<file path="src/pkg/cbt_defines.vh">
// register map, field positions, reset values and timing counts for the bit-timing block
`ifndef CBT_DEFINES_VH
`define CBT_DEFINES_VH
`define CBT_OFF_CTRL      12'h000
`define CBT_OFF_STATUS    12'h004
`define CBT_OFF_BTR0      12'h008
`define CBT_OFF_BTR1      12'h00C
// segments register index; its byte address is four times this
`define CBT_IDX_BTR1      3
`define CBT_OFF_RFLG      12'h010
`define CBT_OFF_RIER      12'h014
`define CBT_OFF_SAMPLE    12'h018
`define CBT_CTRL_INIT_MODE_REQUEST   0
`define CBT_CTRL_CLOCK_SOURCE_SELECT   1
`define CBT_SJW_HI        7
`define CBT_SJW_LO        6
`define CBT_BRP_HI        5
`define CBT_BRP_LO        0
`define CBT_TRIPLE_SAMPLE_SELECT_BIT      7
`define CBT_SECOND_TIME_SEGMENT_HI      6
`define CBT_SECOND_TIME_SEGMENT_LO      4
`define CBT_FIRST_TIME_SEGMENT_HI      3
`define CBT_FIRST_TIME_SEGMENT_LO      0
`define CBT_FLG_BITERR    0
`define CBT_FLG_EDGE      1
`define CBT_BTR0_RESET    8'h00
`define CBT_BTR1_RESET    8'h00
`define CBT_CTRL_RESET    2'h1
`define CBT_ACK_DELAY     4'h2
`define CBT_NFLAGS        2
`endif

</file>
<file path="src/rtl/cbt_tq_gen.v">
// time-quantum enable divider with selectable clock source
`timescale 1ns/1ps
module cbt_tq_gen
(
  input  wire       clk_i,
  input  wire       reset_i,
  input  wire       run_i,
  input  wire       clk_src_i,
  input  wire       osc_tick_i,
  input  wire [5:0] prescale_i,
  output reg        tq_o
);
  reg  [5:0] cnt_q;
  wire       src_tick;

  // bus clock ticks every cycle, oscillator only on its enable
  assign src_tick = clk_src_i ? 1'b1 : osc_tick_i;

  always @(posedge clk_i or posedge reset_i)
  begin
    if (reset_i)
    begin
      cnt_q <= 6'h00;
      tq_o  <= 1'b0;
    end
    else if (!run_i)
    begin
      cnt_q <= 6'h00;
      tq_o  <= 1'b0;
    end
    else if (src_tick)
    begin
      // divide by code plus one
      if (cnt_q >= prescale_i)
      begin
        cnt_q <= 6'h00;
        tq_o  <= 1'b1;
      end
      else
      begin
        cnt_q <= cnt_q + 6'h01;
        tq_o  <= 1'b0;
      end
    end
    else
      tq_o <= 1'b0;
  end
endmodule // cbt_tq_gen

</file>
<file path="src/rtl/cbt_bit_timing.v">
// CAN bit-timing configuration, bit-time engine, receiver flags, APB slave
//
// Chosen here: the APB interface to the registers.
`timescale 1ns/1ps
`include "cbt_defines.vh"
module cbt_bit_timing
(
  input  wire        clk_i,
  input  wire        reset_i,
  input  wire        psel_i,
  input  wire        penable_i,
  input  wire        pwrite_i,
  input  wire [11:0] paddr_i,
  input  wire [31:0] pwdata_i,
  output reg  [31:0] prdata_o,
  output reg         pready_o,
  output reg         pslverr_o,
  input  wire        osc_tick_i,
  input  wire        rx_pin_i,
  output reg         rx_bit_o,
  output reg         rx_bit_valid_o,
  output reg         irq_o
);
  localparam [1:0] ST_SYNC = 2'd0;
  localparam [1:0] ST_SEG1 = 2'd1;
  localparam [1:0] ST_SEG2 = 2'd2;

  reg  [1:0]  ctrl_q;
  reg  [3:0]  ack_cnt_q;
  reg         init_ack_q;
  reg  [7:0]  btr0_q;
  reg  [7:0]  btr1_q;
  reg  [1:0]  rflg_q;
  reg  [1:0]  rier_q;
  reg  [2:0]  rx_sync_q;
  reg         rx_q;
  reg  [1:0]  state_q;
  reg  [4:0]  tq_cnt_q;
  reg  [2:0]  triple_sample_select_q;
  reg  [31:0] nsample_q;
  reg         biterr_q;
  reg         edge_q;
  wire        init_mode;
  wire        tq;
  wire        wr_en;
  wire        rd_en;
  wire [4:0]  seg1_len;
  wire [4:0]  seg2_len;
  wire [2:0]  sjw_len;
  wire        maj;
  wire [1:0]  flg_set;
  wire [1:0]  flg_clr;
  reg  [31:0] rdata;
  reg         hit;

  // init mode only when both request and acknowledge are set
  assign init_mode = ctrl_q[`CBT_CTRL_INIT_MODE_REQUEST] & init_ack_q;
  // write lands on the ready edge, while the master still holds its data
  assign wr_en     = psel_i & penable_i & pwrite_i & pready_o;
  assign rd_en     = psel_i & penable_i & ~pwrite_i & ~pready_o;
  assign seg1_len  = {1'b0, btr1_q[`CBT_FIRST_TIME_SEGMENT_HI:`CBT_FIRST_TIME_SEGMENT_LO]} + 5'd1;
  assign seg2_len  = {2'b00, btr1_q[`CBT_SECOND_TIME_SEGMENT_HI:`CBT_SECOND_TIME_SEGMENT_LO]} + 5'd1;
  assign sjw_len   = {1'b0, btr0_q[`CBT_SJW_HI:`CBT_SJW_LO]} + 3'd1;
  assign maj       = (triple_sample_select_q[0] & triple_sample_select_q[1]) | (triple_sample_select_q[0] & rx_q) |
                     (triple_sample_select_q[1] & rx_q);

  cbt_tq_gen u_tq
  (
    .clk_i      (clk_i),
    .reset_i    (reset_i),
    .run_i      (~init_mode),
    .clk_src_i  (ctrl_q[`CBT_CTRL_CLOCK_SOURCE_SELECT]),
    .osc_tick_i (osc_tick_i),
    .prescale_i (btr0_q[`CBT_BRP_HI:`CBT_BRP_LO]),
    .tq_o       (tq)
  );

  // control and init acknowledge handshake, ack follows request after a delay
  always @(posedge clk_i or posedge reset_i)
  begin
    if (reset_i)
    begin
      ctrl_q     <= `CBT_CTRL_RESET;
      ack_cnt_q  <= 4'h0;
      init_ack_q <= 1'b1;
    end
    else
    begin
      if (wr_en && paddr_i == `CBT_OFF_CTRL)
        ctrl_q <= pwdata_i[1:0];
      if (ctrl_q[`CBT_CTRL_INIT_MODE_REQUEST] == init_ack_q)
        ack_cnt_q <= 4'h0;
      else if (ack_cnt_q == `CBT_ACK_DELAY)
      begin
        ack_cnt_q  <= 4'h0;
        init_ack_q <= ctrl_q[`CBT_CTRL_INIT_MODE_REQUEST];
      end
      else
        ack_cnt_q <= ack_cnt_q + 4'h1;
    end
  end

  // timing registers locked outside init mode
  always @(posedge clk_i or posedge reset_i)
  begin
    if (reset_i)
    begin
      btr0_q <= `CBT_BTR0_RESET;
      btr1_q <= `CBT_BTR1_RESET;
    end
    else if (wr_en && init_mode)
    begin
      if (paddr_i == `CBT_OFF_BTR0)
        btr0_q <= pwdata_i[7:0];
      else if (paddr_i == `CBT_OFF_BTR1)
        btr1_q <= pwdata_i[7:0];
    end
  end

  // rx pin synchroniser, change counts once stages two and three agree
  always @(posedge clk_i or posedge reset_i)
  begin
    if (reset_i)
    begin
      rx_sync_q <= 3'b111;
      rx_q      <= 1'b1;
    end
    else
    begin
      rx_sync_q <= {rx_sync_q[1:0], rx_pin_i};
      if (rx_sync_q[1] == rx_sync_q[2])
        rx_q <= rx_sync_q[2];
    end
  end

  // bit-time engine: sync, seg1, sample point, seg2
  // resync limited to jump width; hard sync not modelled, edges only shift phase
  always @(posedge clk_i or posedge reset_i)
  begin
    if (reset_i)
    begin
      state_q        <= ST_SYNC;
      tq_cnt_q       <= 5'd0;
      triple_sample_select_q         <= 3'b111;
      rx_bit_o       <= 1'b1;
      rx_bit_valid_o <= 1'b0;
      nsample_q      <= 32'h0000_0000;
      biterr_q       <= 1'b0;
      edge_q         <= 1'b1;
    end
    else
    begin
      rx_bit_valid_o <= 1'b0;
      biterr_q       <= 1'b0;
      if (init_mode)
      begin
        state_q  <= ST_SYNC;
        tq_cnt_q <= 5'd0;
      end
      else if (tq)
      begin
        triple_sample_select_q <= {triple_sample_select_q[1:0], rx_q};
        edge_q <= rx_q;
        case (state_q)
          ST_SYNC:
          begin
            // one-quantum sync segment starts each bit, except after an early-edge resync in seg2, which goes straight to seg1
            state_q  <= ST_SEG1;
            tq_cnt_q <= 5'd0;
          end
          ST_SEG1:
          begin
            if (edge_q != rx_q && tq_cnt_q == 5'd0 && sjw_len != 3'd0)
              tq_cnt_q <= 5'd0;
            else if (tq_cnt_q + 5'd1 >= seg1_len)
            begin
              // sample point at end of seg1
              state_q  <= ST_SEG2;
              tq_cnt_q <= 5'd0;
              // triple sampling uses last three quanta of seg1
              if (btr1_q[`CBT_TRIPLE_SAMPLE_SELECT_BIT])
              begin
                rx_bit_o <= maj;
                biterr_q <= ~((triple_sample_select_q[0] == rx_q) && (triple_sample_select_q[1] == rx_q));
              end
              else
                rx_bit_o <= rx_q;
              rx_bit_valid_o <= 1'b1;
              nsample_q      <= nsample_q + 32'h0000_0001;
            end
            else
              tq_cnt_q <= tq_cnt_q + 5'd1;
          end
          ST_SEG2:
          begin
            // early edge shortens seg2 by up to jump width
            if (edge_q != rx_q && seg2_len - tq_cnt_q <= {2'b00, sjw_len})
            begin
              state_q  <= ST_SEG1;
              tq_cnt_q <= 5'd0;
            end
            // bit = 1 + seg1 + seg2 quanta of prescale clocks
            else if (tq_cnt_q + 5'd1 >= seg2_len)
            begin
              state_q  <= ST_SYNC;
              tq_cnt_q <= 5'd0;
            end
            else
              tq_cnt_q <= tq_cnt_q + 5'd1;
          end
          default:
          begin
            state_q  <= ST_SYNC;
            tq_cnt_q <= 5'd0;
          end
        endcase
      end
    end
  end

  // receiver flags: set events are sampling disagreement and rx edge
  assign flg_set = {tq & (edge_q != rx_q) & ~init_mode, biterr_q};
  assign flg_clr = (wr_en && paddr_i == `CBT_OFF_RFLG && !init_mode) ?
                   pwdata_i[1:0] : 2'b00;

  genvar gi;
  generate
    for (gi = 0; gi < `CBT_NFLAGS; gi = gi + 1)
    begin : g_flag
      always @(posedge clk_i or posedge reset_i)
      begin
        if (reset_i)
          rflg_q[gi] <= 1'b0;
        else if (init_mode)
          rflg_q[gi] <= 1'b0;
        // set wins, so clear only takes once the cause has gone
        else if (flg_set[gi])
          rflg_q[gi] <= 1'b1;
        else if (flg_clr[gi])
          rflg_q[gi] <= 1'b0;
      end
    end
  endgenerate

  always @(posedge clk_i or posedge reset_i)
  begin
    if (reset_i)
    begin
      rier_q <= 2'b00;
      irq_o  <= 1'b0;
    end
    else
    begin
      if (wr_en && paddr_i == `CBT_OFF_RIER)
        rier_q <= pwdata_i[1:0];
      irq_o <= |(rflg_q & rier_q);
    end
  end

  // read mux and decode
  always @*
  begin
    rdata = 32'h0000_0000;
    hit   = 1'b1;
    if (paddr_i == `CBT_OFF_CTRL)
      rdata = {30'h0000_0000, ctrl_q};
    else if (paddr_i == `CBT_OFF_STATUS)
      rdata = {29'h0000_0000, state_q, init_ack_q};
    else if (paddr_i == `CBT_OFF_BTR0)
      rdata = {24'h00_0000, btr0_q};
    else if (paddr_i == `CBT_OFF_BTR1)
      rdata = {24'h00_0000, btr1_q};
    else if (paddr_i == `CBT_OFF_RFLG)
      rdata = {30'h0000_0000, rflg_q};
    else if (paddr_i == `CBT_OFF_RIER)
      rdata = {30'h0000_0000, rier_q};
    else if (paddr_i == `CBT_OFF_SAMPLE)
      rdata = nsample_q;
    else
      hit = 1'b0;
  end

  // one wait state: pready one cycle after access phase starts
  always @(posedge clk_i or posedge reset_i)
  begin
    if (reset_i)
    begin
      pready_o  <= 1'b0;
      pslverr_o <= 1'b0;
      prdata_o  <= 32'h0000_0000;
    end
    else
    begin
      pready_o  <= psel_i & penable_i & ~pready_o;
      pslverr_o <= psel_i & penable_i & ~pready_o & ~hit;
      if (rd_en)
        prdata_o <= rdata;
    end
  end
endmodule // cbt_bit_timing

</file>
<file path="config.mk">
export PLATFORM = sky130hd
export DESIGN_NAME = cbt_bit_timing
export DESIGN_NICKNAME = d
export VERILOG_FILES = /design/src/rtl/cbt_tq_gen.v /design/src/rtl/cbt_bit_timing.v
export VERILOG_INCLUDE_DIRS = /design/src /design/src/pkg
export SDC_FILE = /design/constraint.sdc
export NUM_CORES = 1
export LEC_CHECK = 0
export BUFFER_PORTS_ARGS = -buffer_cell sky130_fd_sc_hd__buf_4
export CAP_MARGIN = 20
export CORE_MARGIN = 10
export CORE_UTILIZATION = 40
export CTS_CLUSTER_DIAMETER = 50
export DETAILED_ROUTE_END_ITERATION = 10
export GPL_TIMING_DRIVEN = 0
export PLACE_DENSITY_LB_ADDON = 0.3
export SLEW_MARGIN = 30
export SYNTH_ARGS = -nofsm -noshare
export SYNTH_HDL_FRONTEND = slang
export SYNTH_SLANG_ARGS = --single-unit
export TNS_END_PERCENT = 100
</file>
<file path="constraint.sdc">
create_clock -name clk_i -period 7.4 [get_ports clk_i]
set_input_delay 0.74 -clock clk_i [delete_from_list [all_inputs] [get_ports clk_i]]
set_output_delay 0.74 -clock clk_i [all_outputs]
set_load 0.02 [all_outputs]
</file>
## Word level (Yosys, flattened, before mapping)

Cells that the tools add are included.

- Output and inout bits: 37
- Register bits: 118
- Input port bits: 51
- Logic and storage cells: 158

- Equality and inequality tests: 17
- $add $sub $neg: 8
- Reduce and logical (&&, ||, !) cells: 25
- Order comparisons: 4
- Bitwise gates (word level): 24
- Muxes and demuxes: 56

Operators by type and width:

| operator | count |
|---|---|
| 32-bit 2-to-1 mux | 7 |
| 12-bit by 5-bit equality test with 1-bit output (second input constant) | 3 |
| 32-bit by 1-bit adder with 32-bit output (second input constant) | 1 |
| 5-bit 2-to-1 mux | 6 |
| 1-bit 2-to-1 mux | 29 |
| 12-bit by 4-bit equality test with 1-bit output (second input constant) | 2 |
| 6-bit 2-to-1 mux | 3 |
| 2-bit 2-to-1 mux | 7 |
| 1-bit AND | 13 |
| 12-bit by 3-bit equality test with 1-bit output (second input constant) | 1 |
| 12-bit logical NOT | 1 |
| 5-bit one-hot mux with 2 select lines | 1 |
| 1-bit logical AND | 9 |
| 3-bit nonzero test | 3 |
| 4-bit 2-to-1 mux | 2 |
| 1-bit inverter | 8 |
| 6-bit by 1-bit adder with 6-bit output (second input constant) | 1 |
| 6-bit greater-or-equal comparator | 1 |
| 3-bit != test (second input constant) | 2 |
| 2-bit one-hot mux with 3 select lines | 1 |
| 2-bit AND reduction | 3 |
| 4-bit by 1-bit adder with 5-bit output (second input constant) | 1 |
| 5-bit by 1-bit adder with 5-bit output (second input constant) | 1 |
| 5-bit by 4-bit greater-or-equal comparator with 1-bit output | 1 |
| other kinds (22) | 27 |

## Logic depth before layout (Yosys ltp)

- Depth after elaboration: 10
- Mapped depth: 11

## Cells and area by module

Synthesis repeated with hierarchy kept, for this count alone.

- Cells, all modules: 551
- Area, all modules: 6,058.3 um^2

By module, submodules not included:

| module | cells an instance | times used | area each (um^2) | seq. area each (um^2) |
|---|---|---|---|---|
| cbt_bit_timing | 494 | 1 | 5,554.1 | 2,763.9 |
| cbt_tq_gen | 57 | 1 | 504.2 | 175.2 |

## Worst setup path before layout

OpenSTA, ideal clock, no wires.

- Path kind: register -> register
- From: reg btr1_q[4]
- To: reg tq_cnt_q[0]
- Path buffers: 0
- Period minus slack after synthesis: 2.780 ns
- Setup time: 0.125 ns
- Stages on the path, launching flop included: 12
- Data arrival time: 2.655 ns
- Path slack: 4.620 ns
- Path through: dfrtp_1 > ha_1 > inv_1 > fa_1 > inv_1 > ha_1 > nor2b_1 > nor3_1 > o21ai_0 > o31ai_2 > a21oi_1 > mux2_2

- Longest elaborated chain between the ends: 8
- Elaborated cells between the ends (all ways): 10

RTL lines:

| what | line | text |
|---|---|---|
| start: declaration | cbt_bit_timing.v:32 | `reg [7:0] btr1_q;` |
| start signal: assignment | cbt_bit_timing.v:109 | `` btr1_q <= `CBT_BTR1_RESET; `` |
| start signal: assignment | cbt_bit_timing.v:116 | `btr1_q <= pwdata_i[7:0];` |
| 3-bit by 1-bit adder with 4-bit output (*) | cbt_bit_timing.v:62 | `` assign seg2_len = {2'b00, btr1_q[`CBT_SECOND_TIME_SEGMENT_HI:`CBT_SECOND_TIME_SEGMENT_LO]} + 5'd1; `` |
| 4-bit by 5-bit subtractor with 5-bit output | cbt_bit_timing.v:197 | `if (edge_q != rx_q && seg2_len - tq_cnt_q <= {2'b00, sjw_len})` |
| 5-bit by 3-bit less-or-equal comparator with 1-bit output | cbt_bit_timing.v:197 |  |
| 1-bit logical AND | cbt_bit_timing.v:197 |  |
| 5-bit 2-to-1 mux (*) | cbt_bit_timing.v:197 |  |
| 5-bit one-hot mux with 2 select lines (*) | cbt_bit_timing.v:164 | `case (state_q)` |
| 5-bit 2-to-1 mux (*) | cbt_bit_timing.v:160 | `else if (tq)` |
| 5-bit 2-to-1 mux (*) | cbt_bit_timing.v:155 | `if (init_mode)` |
| end signal: assignment | cbt_bit_timing.v:192 | `tq_cnt_q <= tq_cnt_q + 5'd1;` |
| end signal: assignment | cbt_bit_timing.v:209 | `tq_cnt_q <= tq_cnt_q + 5'd1;` |
| end: declaration | cbt_bit_timing.v:38 | `reg [4:0] tq_cnt_q;` |

Every way passes the cells marked *; elsewhere a longest branch is shown, timed or not. The select of a mux whose other input is x is not followed.
A chain may end at the register's enable or synchronous reset.

## Worst setup path after layout

Same ends and word-level chain as after synthesis.

==> out/results.tsv <==
metric	value	unit
Area contributors post-synth	dfrtp_1 (44%), ha_1 (7.8%), mux2_2 (4.8%)	
Syn Area/Cell	10.3	sq um
CTS tree	built	
Final min period	3.21	ns
crit-path cells	ha_1, inv_1, fa_1, inv_1, ha_1, nor2b_1, nor3_1, o21ai_0, o31ai_2, a21oi_1, mux2_2	
clock slew at reported path FFs	0.05	ns
Final ANT Viol Nets	0	
flops & latches, synth	117	
die footprint	20600	sq um
Initial Util	0.405	
Area Growth Syn to Fin	21.2	%
final hold violations	0	
largest stage delay on the critical path	0.51	ns
fillcell total	1399	
CP Class	flip-flop to flip-flop	
Clock Sinks	117	
I/O pin count	88	
DRC errors left	0	
Slew headroom	0.594	
Critical Path Sink Type	flip-flop	
PwrDens	216	nW/um^2
initial antenna violation count	0	
layout cell share with drive strength beyond 1	0.219	
f_max	311	MHz
most common cell after layout, fill and taps aside	dfrtp_1	
Die Y	144	um
largest net degree at the start of global routing	69	
Avg WL per Cell	16.7	um
Data arrival, critical path	3.52	ns
vias in the first global route	4772	
Max Slew Vio Count	0	
CORE AREA	15100	sq um
syn nets	685	
Async SR Flop Fraction	1.00	
post-layout net count	768	
Min Hold Slack	0.344	ns
grt total ovfl	0	
Final Setup Violations	0	
Slowest cell on crit path	fa_1	
worst-margin pin slew	0.593	ns
Synth top area share	0.442	
VDD IR max	0.000176	V
Synth Flop Type	dfrtp_1	
Root Buffer Master	clkbuf_16	
Initial DRC Count	289	
routed vias	4747	
H-tree depth	4	
die width	144	um
maxcap violations	0	
register area share after synthesis	0.481	
final instance area	7410	sq um
Post-CTS Setup Bufs	0	
Pleak	0.00351	uW
I/O Buffers	63	
most frequent cells in the layout	dfrtp_1 (108), nand2_1 (74), buf_4 (63), inv_1 (41), ha_1 (38)	
FP Rows	45	
n_diodes	0	
Min-Delay Path Class	input port to asynchronous set/reset pin	
Final HPWL DP	10900	um
gp weighted congestion	0.834	
cts repair resizes	0	
Synth Instances	595	
CP Data Required Time	7.71	ns
global-route wire length before repair	23600	um
clk buf depth	2	
EDFF count, synth	0	
hold-fix buffers at CTS	0	
total track usage	0.146	
outcome	finished, final reports clean	
RSZ-0062 raised after global routing	false	
Vias/cell	5.41	
TNS Setup	0	ns
period utilization	0.434	
Post-Syn Area	6110	sq um
Non-Filler Instances	878	
Setup Skew	0.00540	ns
Startpoint Class	flip-flop	
Placed Cells	847	
Worst-Skew Late Latency	0.43	ns
yosys warns	0	
area post-placement	6850	sq um
Num CTS Buffers	17	
area leader, netlist	dfrtp_1	
number of distinct library cells after synthesis	63	
CP max FO	6	
Pre-antenna DRT Iters	4	
Post-Route WL	14600	um
cell families after synthesis:
kind of cell	after synthesis	synth area share
muxes	26	0.0479
adders and majority gates	40	0.0827
AOI/OAI and AO/OA	106	0.115
buffers and inverters	63	0.0407
and+or+nand+nor	202	0.173
xor gates and xnor gates	41	0.0588
DFF	117	0.481
cell usage after synthesis (8+ instances only):
| cell type | n |
|---|---|
| a21oi_1 | 22 |
| and3_1 | 9 |
| clkbuf_1 | 15 |
| dfrtp_1 | 108 |
| dfstp_2 | 9 |
| ha_1 | 38 |
| inv_1 | 42 |
| mux2_2 | 26 |
| nand2_1 | 74 |
| nand2b_1 | 10 |
| nand3_1 | 19 |
| nor2_1 | 25 |
| nor2b_1 | 8 |
| nor3_1 | 20 |
| nor3_2 | 8 |
| o21ai_0 | 22 |
| o31ai_1 | 14 |
| xnor2_1 | 17 |
| xor2_1 | 24 |
area by class of cell:
class,count,area (sq um),share of cell area
Sequential cell,117,2940,0.397
Timing Repair Buffer,64,500,0.0676
Inverter,42,165,0.0223
Buffer,21,91.3,0.0123
Tap cell,188,235,0.0318
Clock inverter,9,78.8,0.0106
Clock buffer,22,474,0.0640
Multi-Input combinational cell,415,2920,0.395
power breakdown:
| part | switching [uW] | internal (uW) |
|---|---|---|
| clock | 289 | 482 |
| combinational | 82.8 | 54.8 |
| sequential | 23.0 | 668 |
| total | 395 | 1210 |
critical path, delay by kind of cell, from the launching register on:
family	cells	cell delay [ns]
adders and majority gates	3	1.13
buffers and inverters	2	0.12
AOI/OAI and AO/OA	3	0.81
DFF	1	0.42
and+or+nand+nor	2	0.31
muxes	1	0.30
through the flow:
step / setup WS, ns / power, uW / utilization
floorplan: 3.57 / 783 / -
global placement: 2.25 / 832 / 0.452
detailed placement: 4.24 / 840 / 0.454
CTS: 4.22 / 1620 / 0.491
global route: 3.96 / 1660 / 0.491
finish: 4.19 / 1600 / 0.491
final timing paths:
check                             startpoint  slack, ns              to  depth (start not counted)
worst max-delay path               btr1_q[4]       4.19     tq_cnt_q[0]                         11
worst min-delay path                 reset_i       0.34  rx_bit_valid_o                          2
worst max register to register     btr1_q[4]       4.19     tq_cnt_q[0]                         11
worst min register to register  rx_sync_q[0]       0.35    rx_sync_q[1]                          0
max in group asynchronous            reset_i       6.46    prdata_o[19]                          3
min in group clk_i              rx_sync_q[0]       0.35    rx_sync_q[1]                          0
metal layers:
metal  wire, um  global-route usage  up-vias
met5          0                   0        -
met4        360              0.0736        0
met3        840              0.0436       35
met2       6940               0.232      115
met1       6490               0.177     2340
li1           -                   -     2257
state kept, by name, summed over array words and instances, names as in the netlist, 3 cells and up:
register    cells
nsample_q      32
prdata_o       32
btr0_q          8
btr1_q          8
u_tq.cnt_q      6
tq_cnt_q        5
ack_cnt_q       4
rx_sync_q       3
Power figures use the tool's default switching activity.
